### src/hw/mss_pkg.sv
/*
  Shared constants for the serial status/control server: function codes,
  register addresses, status bit positions, CRC settings and FSM states.
  Assumes it is compiled before every other design file.
*/
`default_nettype none

package mss_pkg;

  // ****************************************
  // Frame fields
  // ****************************************
  localparam logic [7:0]  FN_RD_HOLD       = 8'h03;
  localparam logic [7:0]  FN_RD_INPUT      = 8'h04;
  localparam logic [7:0]  FN_WR_SINGLE     = 8'h06;
  localparam logic [7:0]  EXC_FLAG         = 8'h80;
  localparam logic [7:0]  EXC_BAD_FN       = 8'h01;
  localparam logic [7:0]  EXC_BAD_ADDR     = 8'h02;
  localparam logic [3:0]  REQ_LEN          = 4'h8;
  localparam logic [3:0]  REQ_BODY_LEN     = 4'h6;
  localparam logic [3:0]  RSP_EXC_LEN      = 4'h3;
  localparam logic [3:0]  RSP_ONE_LEN      = 4'h5;
  localparam logic [3:0]  RSP_TWO_LEN      = 4'h7;
  localparam logic [3:0]  RSP_ECHO_LEN     = 4'h6;
  localparam logic [3:0]  CRC_BYTES        = 4'h2;

  // ****************************************
  // Register addresses and values
  // ****************************************
  localparam logic [15:0] IREG_PRI         = 16'h0000;
  localparam logic [15:0] IREG_SEC         = 16'h0001;
  localparam logic [15:0] HREG_PRI         = 16'h000F;
  localparam logic [15:0] HREG_SEC         = 16'h0010;
  localparam logic [15:0] REG_CONTROL      = 16'h0011;
  localparam logic [15:0] CTRL_RESET_TOTAL = 16'h0002;
  localparam logic [15:0] CNT_ONE          = 16'h0001;
  localparam logic [15:0] CNT_TWO          = 16'h0002;
  localparam logic [15:0] STATUS_RESET     = 16'h0000;
  localparam logic [7:0]  ADDR_MIN         = 8'h01;
  localparam logic [7:0]  ADDR_MAX         = 8'hF7;
  localparam logic [7:0]  MIX_FULL_PCT     = 8'h64;

  // ****************************************
  // Status bit positions
  // ****************************************
  localparam int PRI_POWERUP   = 0;
  localparam int PRI_ALARM_LO  = 1;
  localparam int PRI_ALARM_HI  = 4;
  localparam int PRI_SENSOR    = 5;
  localparam int PRI_MIX       = 6;
  localparam int PRI_SETTINGS  = 7;
  localparam int PRI_SIM       = 8;
  localparam int PRI_PULSE     = 9;
  localparam int PRI_ANALOG    = 10;
  localparam int PRI_PARAM_CRC = 14;
  localparam int PRI_TOTAL     = 15;
  localparam int SEC_PULSE_HW  = 0;
  localparam int SEC_BUSY      = 1;
  localparam int SEC_ZCAL_LO   = 4;
  localparam int SEC_ZCAL_HI   = 7;

  // ****************************************
  // CRC and states
  // ****************************************
  localparam logic [15:0] CRC_INIT         = 16'hFFFF;
  localparam logic [15:0] CRC_POLY         = 16'hA001;

  typedef enum logic [1:0] {
    ST_RX    = 2'b00,
    ST_CHECK = 2'b01,
    ST_TX    = 2'b10
  } mss_state_t;

endpackage : mss_pkg

`default_nettype wire

### src/hw/mss_crc.sv
/*
  Byte-serial CRC-16 engine (reflected polynomial, all-ones start).
  Assumes clr and step come from logic on the same clock; clr wins.
*/
`default_nettype none

module mss_crc
  import mss_pkg::*;
(
  input  wire logic        core_clk,
  input  wire logic        rst,
  input  wire logic        ce,
  input  wire logic        clr,
  input  wire logic        step,
  input  wire logic [7:0]  data,
  output logic      [15:0] crc
);

  function automatic logic [15:0] crc_byte(input logic [15:0] c, input logic [7:0] d);
    logic [15:0] r;
    r = c ^ {8'h00, d};
    for (int i = 0; i < 8; i++) begin
      r = r[0] ? ((r >> 1) ^ CRC_POLY) : (r >> 1);
    end
    return r;
  endfunction : crc_byte

  always_ff @(posedge core_clk or posedge rst) begin
    if (rst) begin
      crc <= CRC_INIT;
    end else if (ce) begin
      if (clr) begin
        crc <= CRC_INIT;
      end else if (step) begin
        crc <= crc_byte(crc, data);
      end
    end
  end

endmodule : mss_crc

`default_nettype wire

### src/hw/mss_server.sv
/*
  Serial-line request/answer server for a flow meter: reads of two status
  words, write of the command register. Assumes a same-clock byte receiver
  giving rx_valid per byte and rx_end after the inter-frame gap, and a
  same-clock byte transmitter taking bytes on tx_valid and tx_ready.
*/
//
// What this block does
// - Status answer: address, 04, count two, data, CRC
// - Bit 0 shows power-up sequence running
// - Bits 1-4 limit alarms, off when limit zero
// - Bit 5 shows sensor reading out of range
// - Bit 6 shows mixture not summing to 100%
// - Bit 8 simulation active, off at value zero
// - Bit 9 shows pulse/alarm output out of range
// - Bit 10 shows analog output out of range
// - Bit 14 parameter CRC error, sticky until reset
// - Bit 15 totalizer error, cleared by total reset
// - Second status: pulse hardware bit 0, busy 1
// - Second status bits 4-7 calibration check states
// - Write 0x02 to 0x11 clears total and time
// - Write answer echoes address, function, register, data
// - Own address 1..247; answer only to it
// - Address change takes effect after power cycle only
// - Only functions 03, 04 and 06 supported
// - Address and function one byte, other fields two; CRC high byte first
`default_nettype none

module mss_server
  import mss_pkg::*;
(
  input  wire logic        core_clk,
  input  wire logic        rst,
  input  wire logic        ce,
  input  wire logic [7:0]  cfg_addr,
  input  wire logic        power_up,
  input  wire logic [3:0]  alarm_hit,
  input  wire logic [3:0]  limit_set,
  input  wire logic        sensor_range_err,
  input  wire logic [7:0]  mix_sum,
  input  wire logic        settings_err,
  input  wire logic [15:0] sim_value,
  input  wire logic        pulse_range_err,
  input  wire logic        analog_range_err,
  input  wire logic        param_crc_err,
  input  wire logic        param_crc_reset,
  input  wire logic        total_err,
  input  wire logic        pulse_hw,
  input  wire logic        busy,
  input  wire logic [3:0]  zcal_state,
  input  wire logic [7:0]  rx_byte,
  input  wire logic        rx_valid,
  input  wire logic        rx_end,
  input  wire logic        tx_ready,
  output logic      [7:0]  tx_byte,
  output logic             tx_valid,
  output logic             total_clear
);

  // ****************************************
  // State
  // ****************************************
  mss_state_t  state_reg;
  logic [7:0]  rx_buf [0:7];
  logic [3:0]  rx_cnt_reg;
  logic        rx_ovf_reg;
  logic [7:0]  rsp_reg [0:6];
  logic [3:0]  rsp_len_reg;
  logic [3:0]  tx_idx_reg;
  logic [7:0]  addr_reg;
  logic        addr_ok_reg;
  logic        addr_loaded_reg;
  logic [15:0] pri_reg;
  logic [15:0] sec_reg;
  logic        crc_err_reg;
  logic        tot_err_reg;
  logic [15:0] rx_crc;
  logic [15:0] tx_crc;

  // ****************************************
  // Status words
  // ****************************************
  wire         crc_err_next = param_crc_err | (crc_err_reg & ~param_crc_reset);
  wire         tot_err_next = total_err | (tot_err_reg & ~total_clear);
  wire  [3:0]  alarm_live   = alarm_hit & limit_set;
  wire  [15:0] pri_next     = {tot_err_reg,
                               crc_err_reg,
                               3'b000,
                               analog_range_err,
                               pulse_range_err,
                               (sim_value != 16'h0000),
                               settings_err,
                               (mix_sum != MIX_FULL_PCT),
                               sensor_range_err,
                               alarm_live,
                               power_up};
  wire  [15:0] sec_next     = {8'h00, zcal_state, 2'b00, busy, pulse_hw};

  // ****************************************
  // Request decode
  // ****************************************
  wire  [7:0]  fn        = rx_buf[1];
  wire  [15:0] start     = {rx_buf[2], rx_buf[3]};
  wire  [15:0] arg       = {rx_buf[4], rx_buf[5]};
  wire  [15:0] got_crc   = {rx_buf[6], rx_buf[7]};
  wire         cnt_ok    = (arg == CNT_ONE) || (arg == CNT_TWO);
  wire         rd04_ok   = (fn == FN_RD_INPUT) &&
                           (((start == IREG_PRI) && cnt_ok) ||
                            ((start == IREG_SEC) && (arg == CNT_ONE)));
  wire         rd03_ok   = (fn == FN_RD_HOLD) &&
                           (((start == HREG_PRI) && cnt_ok) ||
                            ((start == HREG_SEC) && (arg == CNT_ONE)));
  wire         wr_ok     = (fn == FN_WR_SINGLE) && (start == REG_CONTROL);
  wire         fn_known  = (fn == FN_RD_HOLD) || (fn == FN_RD_INPUT) ||
                           (fn == FN_WR_SINGLE);
  wire         rd_ok     = rd04_ok || rd03_ok;
  wire         first_sec = (fn == FN_RD_INPUT) ? start[0] : (start == HREG_SEC);
  wire  [15:0] word0     = first_sec ? sec_reg : pri_reg;
  wire         two_words = (arg == CNT_TWO);
  wire         frame_ok  = (rx_cnt_reg == REQ_LEN) && !rx_ovf_reg && addr_ok_reg &&
                           (rx_buf[0] == addr_reg) && (got_crc == rx_crc);
  wire         do_clear  = frame_ok && wr_ok && (arg == CTRL_RESET_TOTAL);

  // ****************************************
  // Answer build
  // ****************************************
  wire  [7:0]  rsp_next [0:6];
  assign rsp_next[0] = addr_reg;
  assign rsp_next[1] = (rd_ok || wr_ok) ? fn : (fn | EXC_FLAG);
  assign rsp_next[2] = rd_ok ? {arg[6:0], 1'b0} :
                       wr_ok ? rx_buf[2] :
                       (fn_known ? EXC_BAD_ADDR : EXC_BAD_FN);
  assign rsp_next[3] = rd_ok ? word0[15:8] : rx_buf[3];
  assign rsp_next[4] = rd_ok ? word0[7:0] : rx_buf[4];
  assign rsp_next[5] = rd_ok ? sec_reg[15:8] : rx_buf[5];
  assign rsp_next[6] = sec_reg[7:0];
  wire  [3:0]  rsp_len_next = rd_ok ? (two_words ? RSP_TWO_LEN : RSP_ONE_LEN) :
                              wr_ok ? RSP_ECHO_LEN : RSP_EXC_LEN;

  // ****************************************
  // Transmit select
  // ****************************************
  wire         tx_take  = (state_reg == ST_TX) && (!tx_valid || tx_ready);
  wire         tx_more  = tx_idx_reg < 4'(rsp_len_reg + CRC_BYTES);
  wire         tx_body  = tx_idx_reg < rsp_len_reg;
  wire  [7:0]  tx_data  = tx_body ? rsp_reg[tx_idx_reg[2:0]] :
                          (tx_idx_reg == rsp_len_reg) ? tx_crc[15:8] : tx_crc[7:0];
  wire         rx_take  = (state_reg == ST_RX) && rx_valid;
  wire         crc_clr  = (state_reg == ST_CHECK);

  mss_crc u_rx_crc (
    .core_clk (core_clk),
    .rst      (rst),
    .ce       (ce),
    .clr      (crc_clr),
    .step     (rx_take && (rx_cnt_reg < REQ_BODY_LEN)),
    .data     (rx_byte),
    .crc      (rx_crc)
  );

  mss_crc u_tx_crc (
    .core_clk (core_clk),
    .rst      (rst),
    .ce       (ce),
    .clr      (crc_clr),
    .step     (tx_take && tx_body),
    .data     (tx_data),
    .crc      (tx_crc)
  );

  // ****************************************
  // Address, caught once after reset
  // ****************************************
  // Later changes on cfg_addr are ignored until the next reset
  always_ff @(posedge core_clk or posedge rst) begin
    if (rst) begin
      addr_loaded_reg <= 1'b0;
      addr_reg        <= 8'h00;
      addr_ok_reg     <= 1'b0;
    end else if (ce && !addr_loaded_reg) begin
      addr_loaded_reg <= 1'b1;
      addr_reg        <= cfg_addr;
      addr_ok_reg     <= (cfg_addr >= ADDR_MIN) && (cfg_addr <= ADDR_MAX);
    end
  end

  always_ff @(posedge core_clk or posedge rst) begin
    if (rst) begin
      pri_reg     <= STATUS_RESET;
      sec_reg     <= STATUS_RESET;
      crc_err_reg <= 1'b0;
      tot_err_reg <= 1'b0;
    end else if (ce) begin
      pri_reg     <= pri_next;
      sec_reg     <= sec_next;
      crc_err_reg <= crc_err_next;
      tot_err_reg <= tot_err_next;
    end
  end

  // ****************************************
  // Receive buffer
  // ****************************************
  always_ff @(posedge core_clk or posedge rst) begin
    if (rst) begin
      rx_cnt_reg <= 4'h0;
      rx_ovf_reg <= 1'b0;
      for (int i = 0; i < 8; i++) begin
        rx_buf[i] <= 8'h00;
      end
    end else if (ce) begin
      if (crc_clr) begin
        rx_cnt_reg <= 4'h0;
        rx_ovf_reg <= 1'b0;
      end else if (rx_take) begin
        if (rx_cnt_reg < REQ_LEN) begin
          rx_buf[rx_cnt_reg[2:0]] <= rx_byte;
          rx_cnt_reg              <= 4'(rx_cnt_reg + 4'h1);
        end else begin
          rx_ovf_reg <= 1'b1;
        end
      end
    end
  end

  // ****************************************
  // Sequencer
  // ****************************************
  // Half duplex: bytes arriving while an answer is out are dropped
  always_ff @(posedge core_clk or posedge rst) begin
    if (rst) begin
      state_reg   <= ST_RX;
      rsp_len_reg <= 4'h0;
      tx_idx_reg  <= 4'h0;
      total_clear <= 1'b0;
      for (int i = 0; i < 7; i++) begin
        rsp_reg[i] <= 8'h00;
      end
    end else if (ce) begin
      total_clear <= 1'b0;
      unique case (state_reg)
        ST_RX: begin
          if (rx_end) begin
            state_reg <= ST_CHECK;
          end
        end
        ST_CHECK: begin
          tx_idx_reg  <= 4'h0;
          rsp_len_reg <= rsp_len_next;
          for (int i = 0; i < 7; i++) begin
            rsp_reg[i] <= rsp_next[i];
          end
          total_clear <= do_clear;
          state_reg   <= frame_ok ? ST_TX : ST_RX;
        end
        ST_TX: begin
          if (tx_take) begin
            if (tx_more) begin
              tx_idx_reg <= 4'(tx_idx_reg + 4'h1);
            end else begin
              state_reg <= ST_RX;
            end
          end
        end
        default: begin
          state_reg <= ST_RX;
        end
      endcase
    end
  end

  always_ff @(posedge core_clk or posedge rst) begin
    if (rst) begin
      tx_valid <= 1'b0;
      tx_byte  <= 8'h00;
    end else if (ce && tx_take) begin
      tx_valid <= tx_more;
      if (tx_more) begin
        tx_byte <= tx_data;
      end
    end
  end

  // ****************************************
  // Checks
  // ****************************************
  power_bit_a: assert property (@(posedge core_clk) disable iff (rst || !ce)
    ce && $past(ce) && !$past(rst) |-> pri_reg[PRI_POWERUP] == $past(power_up))
    else $error("power-up bit does not follow sequence");

  limit_gate_a: assert property (@(posedge core_clk) disable iff (rst || !ce)
    $past(limit_set) == 4'h0 && $past(ce) |-> pri_reg[PRI_ALARM_HI:PRI_ALARM_LO] == 4'h0)
    else $error("alarm flag set with limit zero");

  sim_flag_a: assert property (@(posedge core_clk) disable iff (rst || !ce)
    $past(ce) && !$past(rst) |-> pri_reg[PRI_SIM] == ($past(sim_value) != 16'h0000))
    else $error("simulation bit wrong");

  crc_sticky_a: assert property (@(posedge core_clk) disable iff (rst || !ce)
    crc_err_reg && !param_crc_reset |=> crc_err_reg)
    else $error("parameter CRC flag dropped without reset");

  total_fall_a: assert property (@(posedge core_clk) disable iff (rst || !ce)
    $fell(tot_err_reg) |-> $past(total_clear))
    else $error("total error cleared without total reset");

  unused_zero_a: assert property (@(posedge core_clk) disable iff (rst)
    pri_reg[13:11] == 3'b000 && sec_reg[15:8] == 8'h00 && sec_reg[3:2] == 2'b00)
    else $error("unused status bit set");

  drop_bad_a: assert property (@(posedge core_clk) disable iff (rst || !ce)
    state_reg == ST_CHECK && !frame_ok |=> state_reg == ST_RX && !tx_valid)
    else $error("answer started for rejected frame");

  first_byte_a: assert property (@(posedge core_clk) disable iff (rst || !ce)
    state_reg == ST_CHECK && frame_ok |=> ##1 tx_valid && tx_byte == addr_reg)
    else $error("answer does not open with own address");

  clear_pulse_a: assert property (@(posedge core_clk) disable iff (rst || !ce)
    total_clear |-> $past(state_reg) == ST_CHECK ##1 !total_clear)
    else $error("total clear not a single pulse after a write");

  addr_hold_a: assert property (@(posedge core_clk) disable iff (rst || !ce)
    addr_loaded_reg |=> $stable(addr_reg))
    else $error("address changed without reset");

endmodule : mss_server

`default_nettype wire
### config.mk
export PLATFORM = sky130hd
export DESIGN_NAME = mss_server
export DESIGN_NICKNAME = d
export VERILOG_FILES = /design/src/hw/mss_pkg.sv /design/src/hw/mss_crc.sv /design/src/hw/mss_server.sv
export SDC_FILE = /design/constraint.sdc
export NUM_CORES = 1
export LEC_CHECK = 0
export ABC_AREA = 1
export BUFFER_PORTS_ARGS = -buffer_cell sky130_fd_sc_hd__clkbuf_2
export CORE_AREA = 2 2 133 135
export DETAILED_ROUTE_END_ITERATION = 16
export DIE_AREA = 0 0 135 137
export PLACE_DENSITY = 0.88
export SETUP_SLACK_MARGIN = 0.02
export SLEW_MARGIN = 25
export SYNTH_ARGS = -nofsm -noshare
export SYNTH_HDL_FRONTEND = slang
export SYNTH_HIERARCHICAL = 1
export SYNTH_SLANG_ARGS = --single-unit
### constraint.sdc
create_clock -name core_clk -period 11.3 [get_ports core_clk]
set_input_delay 1.695 -clock core_clk [delete_from_list [all_inputs] [get_ports core_clk]]
set_output_delay 1.695 -clock core_clk [all_outputs]
set_load 0.1 [all_outputs]
# Word-level counts from Yosys, hierarchy flattened
# Index checks and enable logic that the tools add are counted.
[word_totals]
reg_bits = 206
[op_classes]
add_sub_neg = 3
reduce_logical = 49
n_mux = 55
bitwise_logic = 28
n_eq_ne = 21
n_lt_le_gt_ge = 9
[ops]
columns = ["cell", "n"]
rows = [
  ["two-way mux 16 bit", 21],
  ["two-way mux 8 bit", 11],
  ["bitwise mux 64 bit", 1],
  ["NOT 2 -> 3 bit", 16],
  ["equality test 16 x 1 -> 1 bit, second input constant", 2],
  ["equality test 16 x 5 -> 1 bit, second input constant", 2],
  ["XOR 16 x 8 -> 16 bit", 2],
  ["binary-select mux 8 bit (select 3 bit)", 1],
  ["demux 8 bit (select 3 bit)", 1],
  ["logical AND 1 bit", 21],
  ["two-way mux 4 bit", 5],
  ["equality test 16 bit", 1],
  ["equality test 16 x 2 -> 1 bit, second input constant", 1],
  ["equality test 16 x 4 -> 1 bit, second input constant", 1],
  ["equality test 8 x 3 -> 1 bit, second input constant", 2],
  ["logical NOT 16 bit", 1],
  ["nonzero test 16 bit", 1],
  ["two-way mux 2 bit", 6],
  ["AND reduction 4 bit", 3],
  ["inequality test 2 bit, second input constant", 5],
  ["nonzero test 2 bit", 5],
  ["adder 4 x 1 -> 4 bit, second input constant", 2],
  ["equality test 8 x 2 -> 1 bit, second input constant", 1],
  ["equality test 8 bit", 1],
  ["27 further kinds", 52],
]

# Depth between registers and ports, before layout
# Gate-level depths: netlist of run 1.
[depth]
ltp_word = 24
depth_mapped = 25
ltp_nobuf = 23

# Modules after synthesis
# The synthesis of run 1 kept the hierarchy.
[by_module_without_submodules]
columns = ["mod", "seq_area_each_um2", "area_each_um2", "cells_each", "n_inst"]
rows = [
  ["mss_server", 4329.2, 8844.7, 1157, 1],
  ["mss_crc", 420.4, 1051.0, 150, 2],
]

# Least setup slack after synthesis of run 1
# OpenSTA, ideal clock, no wires.
[synth_path]
kind = "input to register"
from = "input tx_ready"
to = "register u_tx_crc.crc[1]"
cell_stages = 10
path_buffers = 1
arrival_ns = 2.732
slack_ns = 8.495
required_ns = 11.227
cell_sequence = "inv_1 > nand2_1 > nand2_1 > nor2_1 > o21ai_1 > inv_1 > nand2_1 > buf_2 > nor2_1 > a21oi_1"
[synth_via]
elab_chain_len = 5
[synth_lines]
columns = ["item", "line", "text"]
rows = [
  ["start, declared", "mss_server.sv:54", "input wire logic tx_ready,"],
  ["logical OR 1 bit", "mss_server.sv:143", "wire tx_take = (state_reg == ST_TX) && (!tx_valid || tx_ready);"],
  ["logical AND 1 bit", "mss_server.sv:143", ""],
  ["logical AND 1 bit", "mss_server.sv:166", ".step (tx_take && tx_body),"],
  ["nonzero test 2 bit (no line)", "n/a", ""],
  ["AND reduction 2 bit (no line)", "n/a", ""],
  ["end signal, assigned", "mss_crc.sv:35", "crc <= crc_byte(crc, data);"],
  ["end, declared", "mss_crc.sv:16", "output logic [15:0] crc"],
]
# Every way passes these cells.
# A chain may end at the register's enable or synchronous reset.

# Worst setup path in the final report of run 1
[layout_path]
from = "register tx_idx_reg[0]"
to = "register u_tx_crc.crc[0]"
[layout_via]
elab_chain_len = 17
elab_cells_between_ends = 29
cone_classes = "order compare (1); eq/ne (1); mux (15); bitwise (9); reduce/logical (3)"
[layout_lines]
columns = ["item", "line", "text"]
rows = [
  ["start, declared", "mss_server.sv:69", "logic [3:0] tx_idx_reg;"],
  ["start signal, assigned", "mss_server.sv:259", "tx_idx_reg <= 4'(tx_idx_reg + 4'h1);"],
  ["NOT 3 -> 4 bit (not written as such)", "mss_server.sv:146", "wire [7:0] tx_data = tx_body ? rsp_reg[tx_idx_reg[2:0]] :"],
  ["binary-select mux 8 bit (select 3 bit)", "mss_server.sv:146", ""],
  ["two-way mux 8 bit (not written as such) (2 in a row)", "mss_server.sv:146", ""],
  ["two-way mux 8 bit (*)", "mss_server.sv:146", ""],
  ["via tx_data[3]", "mss_server.sv:146", ""],
  ["XOR 16 x 8 -> 16 bit (*)", "mss_crc.sv:21", "r = c ^ {8'h00, d};"],
  ["two-way mux 16 bit (*) (2 in a row)", "mss_crc.sv:23", "r = r[0] ? ((r >> 1) ^ CRC_POLY) : (r >> 1);"],
  ["NOT 2 -> 3 bit (no line)", "n/a", ""],
  ["two-way mux 16 bit (*) (6 in a row)", "mss_crc.sv:23", ""],
  ["two-way mux 16 bit (*)", "mss_crc.sv:34", "end else if (step) begin"],
  ["two-way mux 16 bit (*)", "mss_crc.sv:32", "if (clr) begin"],
]
# The timed path passes the listed nets; every way through them passes the cells marked *. The select of a mux whose other input is x is not followed.

==> summary.txt, run 1 <==
Post-DRT Antenna Nets: 0
largest cells by area after synthesis: dfrtp_1, nand2_1, dfstp_2, inv_1, o21ai_0
largest net degree at the start of global routing: 91
htree depth: 1
clock skew: 7.91 ps
max incr delay on CP: 880 ps
GR Layer Usage met1: 42.1%
CP Max Fanout: 26
routability cong.: 0.968
Relative slew margins: 34.5%
post-DR wirelength/cell: 16.0 um
All-Layer GR Usage: 31.5%
Synth Cell Area: 10900 um^2
Worst EP required: 11740 ps
Inserted Clock Buffers: 23
final worst setup slack: 7120 ps
cell taking the most area after synthesis: dfrtp_1
first-pass GRT wire length: 46300 um
core area: 17100 um^2
clk_lat worst skew: 500 ps
area delta synth->final: 11.6%
Post-route DRC: 0
DPL Wire Length: 19500 um
Final setup viols: 0
VDD IR max: 192 uV
Final Cell Area: 12200 um^2
async set-reset flop share out of synthesis: 100%
PortBufs: 77
die area: 18500 um^2
hold buffers post-CTS: 0
Final Non-Filler Cells: 1760
max frequency: 239 MHz
Iteration-0 DRC Markers: 1154
Vias/cell: 5.65
Setup CP Type: reg -> reg
placed insts: 1719
dpl ws: 7030 ps
initial antenna violation count: 0
final WL: 28100 um
Initial Utilization: 64.2%
Layout Nets: 1596
crit-path cells: inv_1 -> ha_1 -> nand4_1 -> nand2_1 -> o21ai_0 -> a22oi_1 -> inv_1 -> nand2_1 -> nand2_1 -> nand2_1 -> nand2_1 -> nand2_2 -> nand2_2 -> clkinv_2 -> nand2_4 -> nand2_4 -> nand2_4 -> nand3_1 -> nand2_1 -> nor2_1 -> nor2_1
path type of the worst min-delay path: reg -> reg
ys flop type: dfrtp_1
cell mode on critical path: nand2_1
area post-placement: 11400 um^2
Leak: 6.39 nW
syn_area_per_cell: 7.51 um^2
GRT Max-Usage Layer: met2
FP Rows: 48
Gate Count Post-Synth: 1457
Slowest cell on crit path: dfrtp_1
PostCTS Resize Cnt: 0
Initial DRT Pass Iterations: 6
critical path endpoint category: flop
Max Slew Vio Count: 0
total negative slack: 0 ps
I/O pins: 78
Post-synth EDFFs: 0
post-synth top area share: 39.5%
register area share after synthesis: 47.2%
Yosys reg bits: 205
vias in the first global route: 9507
GRT Residual Overflow: 0
CTS tree: done
CTS Sinks: 205
# diodes: 0
Max-Cap Viols: 0
Critical Path AT: 4620 ps
syn_nets: 1534
Fin. Hold Viols: 0
Final period util: 37.0%
clock-pin slew on the worst setup and hold paths: 60 ps
status: complete, no violations
RSZ-0062 raised after global routing: false
Die H: 137 um
CP Launch Type: flop
met3 Use GR: 5.41%
max reg flops: 54
Root Buffer: clkbuf_16
grt met2 use: 51.2%
Final min period: 4180 ps
Worst Tran Pin Value: 981 ps
Die X: 135 um
routed vias: 9939
Setup Buffers After CTS: 0
Netlist cell types: 50
pwr dens: 248 nW/um^2
clock buffer depth: 3
layout cells sized above 1: 15.2%
warnings from Yosys: 6
Yosys cell counts (3+ instances only):
library cell	instances
o21ai_0	130
buf_6	4
dfstp_2	32
nand2_2	19
or2_2	6
nand2_1	498
o21ai_1	12
o21ai_2	16
nor3_1	18
a22oi_1	8
buf_2	7
nand3_1	76
inv_1	174
nand3_2	4
inv_2	19
nand4_2	3
clkbuf_1	30
nor4_1	7
dfrtp_1	173
nand4_1	13
nor2_1	101
nand2_4	7
o22ai_1	20
o22a_1	3
a21oi_1	19
o211ai_1	7
xor2_1	11
ha_1	9
cell type report:
type / instances / area (um^2)
clock buffers: 32 / 649
clock inverters: 9 / 123
fillers: 1307 / 4840
inverters: 196 / 743
multi-input cells: 1014 / 4850
flip-flops and latches: 205 / 5170
well taps: 225 / 282
repair buffers: 79 / 404
through the flow:
step	power, mW	util (%)	hold WS, ps
2_1_floorplan	1.98	-	436
6_report	3.03	71.6	471
5_1_grt	3.23	71.6	479
3_5_place_dp	2.24	67.1	460
4_1_cts	3.02	71.6	469
3_3_place_gp	2.19	67.1	450
cells in the final DEF (no fill, tap or decap), types with 9 or more instances in the layout:
cell type	n
nor3_1	18
nor2_1	100
nand2_2	19
clkbuf_2	77
o21ai_2	16
o21ai_1	12
nand4_1	13
xor2_1	11
o22ai_1	20
nand3_1	76
ha_1	9
nand2_1	498
o21ai_0	130
dfrtp_1	173
inv_2	19
a21oi_1	19
dfstp_2	32
clkbuf_16	23
inv_1	173
per-layer routing:
metal  vias to the layer above  wire [um]
met4                         0       1200
met5                         -          0
met2                       421      13200
li1                       4759          -
met3                        96       2100
met1                      4663      11600
path summary, 6_finish.rpt:
check | start | endpoint | slack (ps) | cells past startpoint
min in group asynchronous | rst | addr_ok_reg | 1350 | 2
worst min register to register | addr_loaded_reg | addr_loaded_reg | 470 | 1
worst max-delay path | tx_idx_reg[0] | u_tx_crc/crc[0] | 7120 | 21
max in group asynchronous | rst | rsp_reg[9] | 8640 | 3
worst max register to register | tx_idx_reg[0] | u_tx_crc/crc[0] | 7120 | 21
worst min-delay path | addr_loaded_reg | addr_loaded_reg | 470 | 1
power breakdown:
group / total (mW) / switching (mW) / internal [mW]
combinational: 1.05 / 0.701 / 0.347
sequential: 1.22 / 0.219 / 1.00
clock: 0.765 / 0.296 / 0.469
total: 3.03 / 1.22 / 1.82
cell families (layout without fill, tap and decap cells):
logic type      after synthesis  count (layout)  share of synthesized area (%)
flops                       205             205                           47.2
simple gates                763             763                           29.9
fa+ha+maj                     9               9                           1.03
mux                           1               1                         0.0914
buf+inv                     238             316                           8.54
xor+xnor                     15              15                           1.34
compound gates              226             226                           11.9
worst max-delay path: cells and delay by family, from the launching register on:
kind / cells / cell delay [ps]
adders and majority gates: 1 / 400
and+or+nand+nor: 15 / 1680
buffers and inverters: 3 / 570
AOI/OAI and AO/OA: 2 / 560
DFF: 1 / 880
Note: power is estimated with default switching activity, not from simulation.
==> run 2, diff against run 1 <==
CORE_AREA = 2 2 137 139   (was 2 2 133 135)
DIE_AREA = 0 0 139 141   (was 0 0 135 137)
PLACE_DENSITY = 0.84   (was 0.88)
clock period = 4.3 ns   (was 11.3 ns; I/O delays follow)
==> summary.txt, run 2 (synthesis gave the netlist of run 1 again) <==
Worst EP required: 4730 ps
CP bufs+invs: 3
hold buffers post-CTS: 0
Inserted Clock Buffers: 23
Initial DRT Pass Iterations: 5
Post-route DRC: 0
layout cells sized above 1: 15.4%
Final setup viols: 0
initial antenna violation count: 0
routability cong.: 0.927
htree depth: 1
CTS tree: done
vias in the first global route: 9276
I/O pins: 78
pwr dens: 655 nW/um^2
VDD IR max: 584 uV
total negative slack: 0 ps
dpl ws: 1280 ps
critical path endpoint category: flop
Initial Utilization: 59.9%
most common cell after layout, fill and taps aside: nand2_1
grt met2 use: 48.0%
clock-pin slew on the worst setup and hold paths: 60 ps
All-Layer GR Usage: 28.5%
max frequency: 324 MHz
clock buffer depth: 3
FP Rows: 50
RSZ-0062 raised after global routing: false
Die X: 139 um
Relative slew margins: 34.9%
GR Layer Usage met1: 39.6%
max reg flops: 54
routed vias: 9760
Hold WS: 117 ps
CTS Sinks: 205
Util after Layout: 67.2%
Layout Nets: 1598
clk_lat worst skew: 510 ps
final worst setup slack: 1210 ps
clock skew: 12.3 ps
Final period util: 71.9%
Iteration-0 DRC Markers: 913
Total Power: 8.04 mW
crit-path cells: inv_1 -> ha_1 -> nand4_1 -> nand2_1 -> o21ai_0 -> a22oi_1 -> inv_1 -> nand2_1 -> nand2_2 -> nand2_1 -> nand2_2 -> nand2_2 -> nand2_2 -> clkinv_2 -> nand2_4 -> nand2_4 -> nand2_4 -> nand3_1 -> nand2_1 -> nor2_1 -> nor2_1
Max-Cap Viols: 0
first-pass GRT wire length: 45700 um
status: complete, no violations
DPL Wire Length: 19500 um
post-DR wirelength/cell: 15.6 um
Post-DRT Antenna Nets: 0
Max Slew Vio Count: 0
met3 Use GR: 3.77%
Vias/cell: 5.51
core area: 18300 um^2
CP Launch Type: flop
Leak: 6.40 nW
area delta synth->final: 12.1%
Setup Buffers After CTS: 0
commonest non-fill, non-tap cells in the layout: nand2_1, dfrtp_1, inv_1
GRT Residual Overflow: 0
Root Buffer: clkbuf_16
Final min period: 3090 ps
Critical Path AT: 3520 ps
CP Max Fanout: 16
Fin. Hold Viols: 0
Crit path max-delay family: simple AND/OR/NAND/NOR gates
path type of the worst min-delay path: in -> async
final WL: 27700 um
# diodes: 0
Die H: 141 um
PostCTS Resize Cnt: 0
largest net degree at the start of global routing: 163
Worst Tran Pin Value: 970 ps
max incr delay on CP: 440 ps
Setup CP Type: reg -> reg
die area: 19600 um^2
GRT Max-Usage Layer: met2
Slowest cell on crit path: nand4_1
PortBufs: 77
[run 2: changes by cell type in the layout (fill, tap and decap cells not counted), sizes merged]
cell / previous run / this run
inv: 194 / 191
buf: 2 / 4
clkinvlp: 0 / 2
bufinv: 3 / 4
clkbuf: 109 / 108
[run 2: stage by stage]
step,std cells,cell area (um^2)
finish,1770,12300
global route,1770,12300
CTS,1770,12300
detailed placement,1730,11500
global placement,1730,11500
floorplan,1457,11000
[run 2: layout make-up]
type                       instances  area, um^2
multi-input combinational       1014        4850
inverter                         196         742
clock inverter                     9         148
tap                              234         293
sequential                       205        5170
clock buffer                      31         646
fill                            1540        5990
timing repair buffer              81         428
[run 2: routing by layer]
layer  vias up  share of wire (%)
met5         -                  0
met4         0                2.0
met3        48                6.3
met2       309                 48
met1      4633                 44
li1       4770                  -
[run 2: path summary, 6_finish.rpt]
check	startpoint	end	slack (ps)	depth (start not counted)
setup reg to reg	tx_idx_reg[0]	u_tx_crc/crc[0]	1210	21
hold / removal	rst	addr_reg[3]	120	2
setup / recovery	tx_idx_reg[0]	u_tx_crc/crc[0]	1210	21
max in group asynchronous	rst	tot_err_reg	3040	3
hold reg to reg	rsp_reg[37]	rsp_reg[37]	470	2
min in group core_clk	settings_err	pri_reg[7]	330	3
[run 2: report_power, final]
group	internal (mW)	switching, mW
logic	0.914	1.83
registers	2.64	0.590
clock network	1.29	0.781
total	4.84	3.20
[run 2: worst register-to-register path: cells and delay by family (launching register included)]
kind                       cells  cell delay (ps)
AOI/OAI and AO/OA              2              460
adders and majority gates      1              340
buffers and inverters          3              350
DFF                            1              360
and+or+nand+nor               15             1500
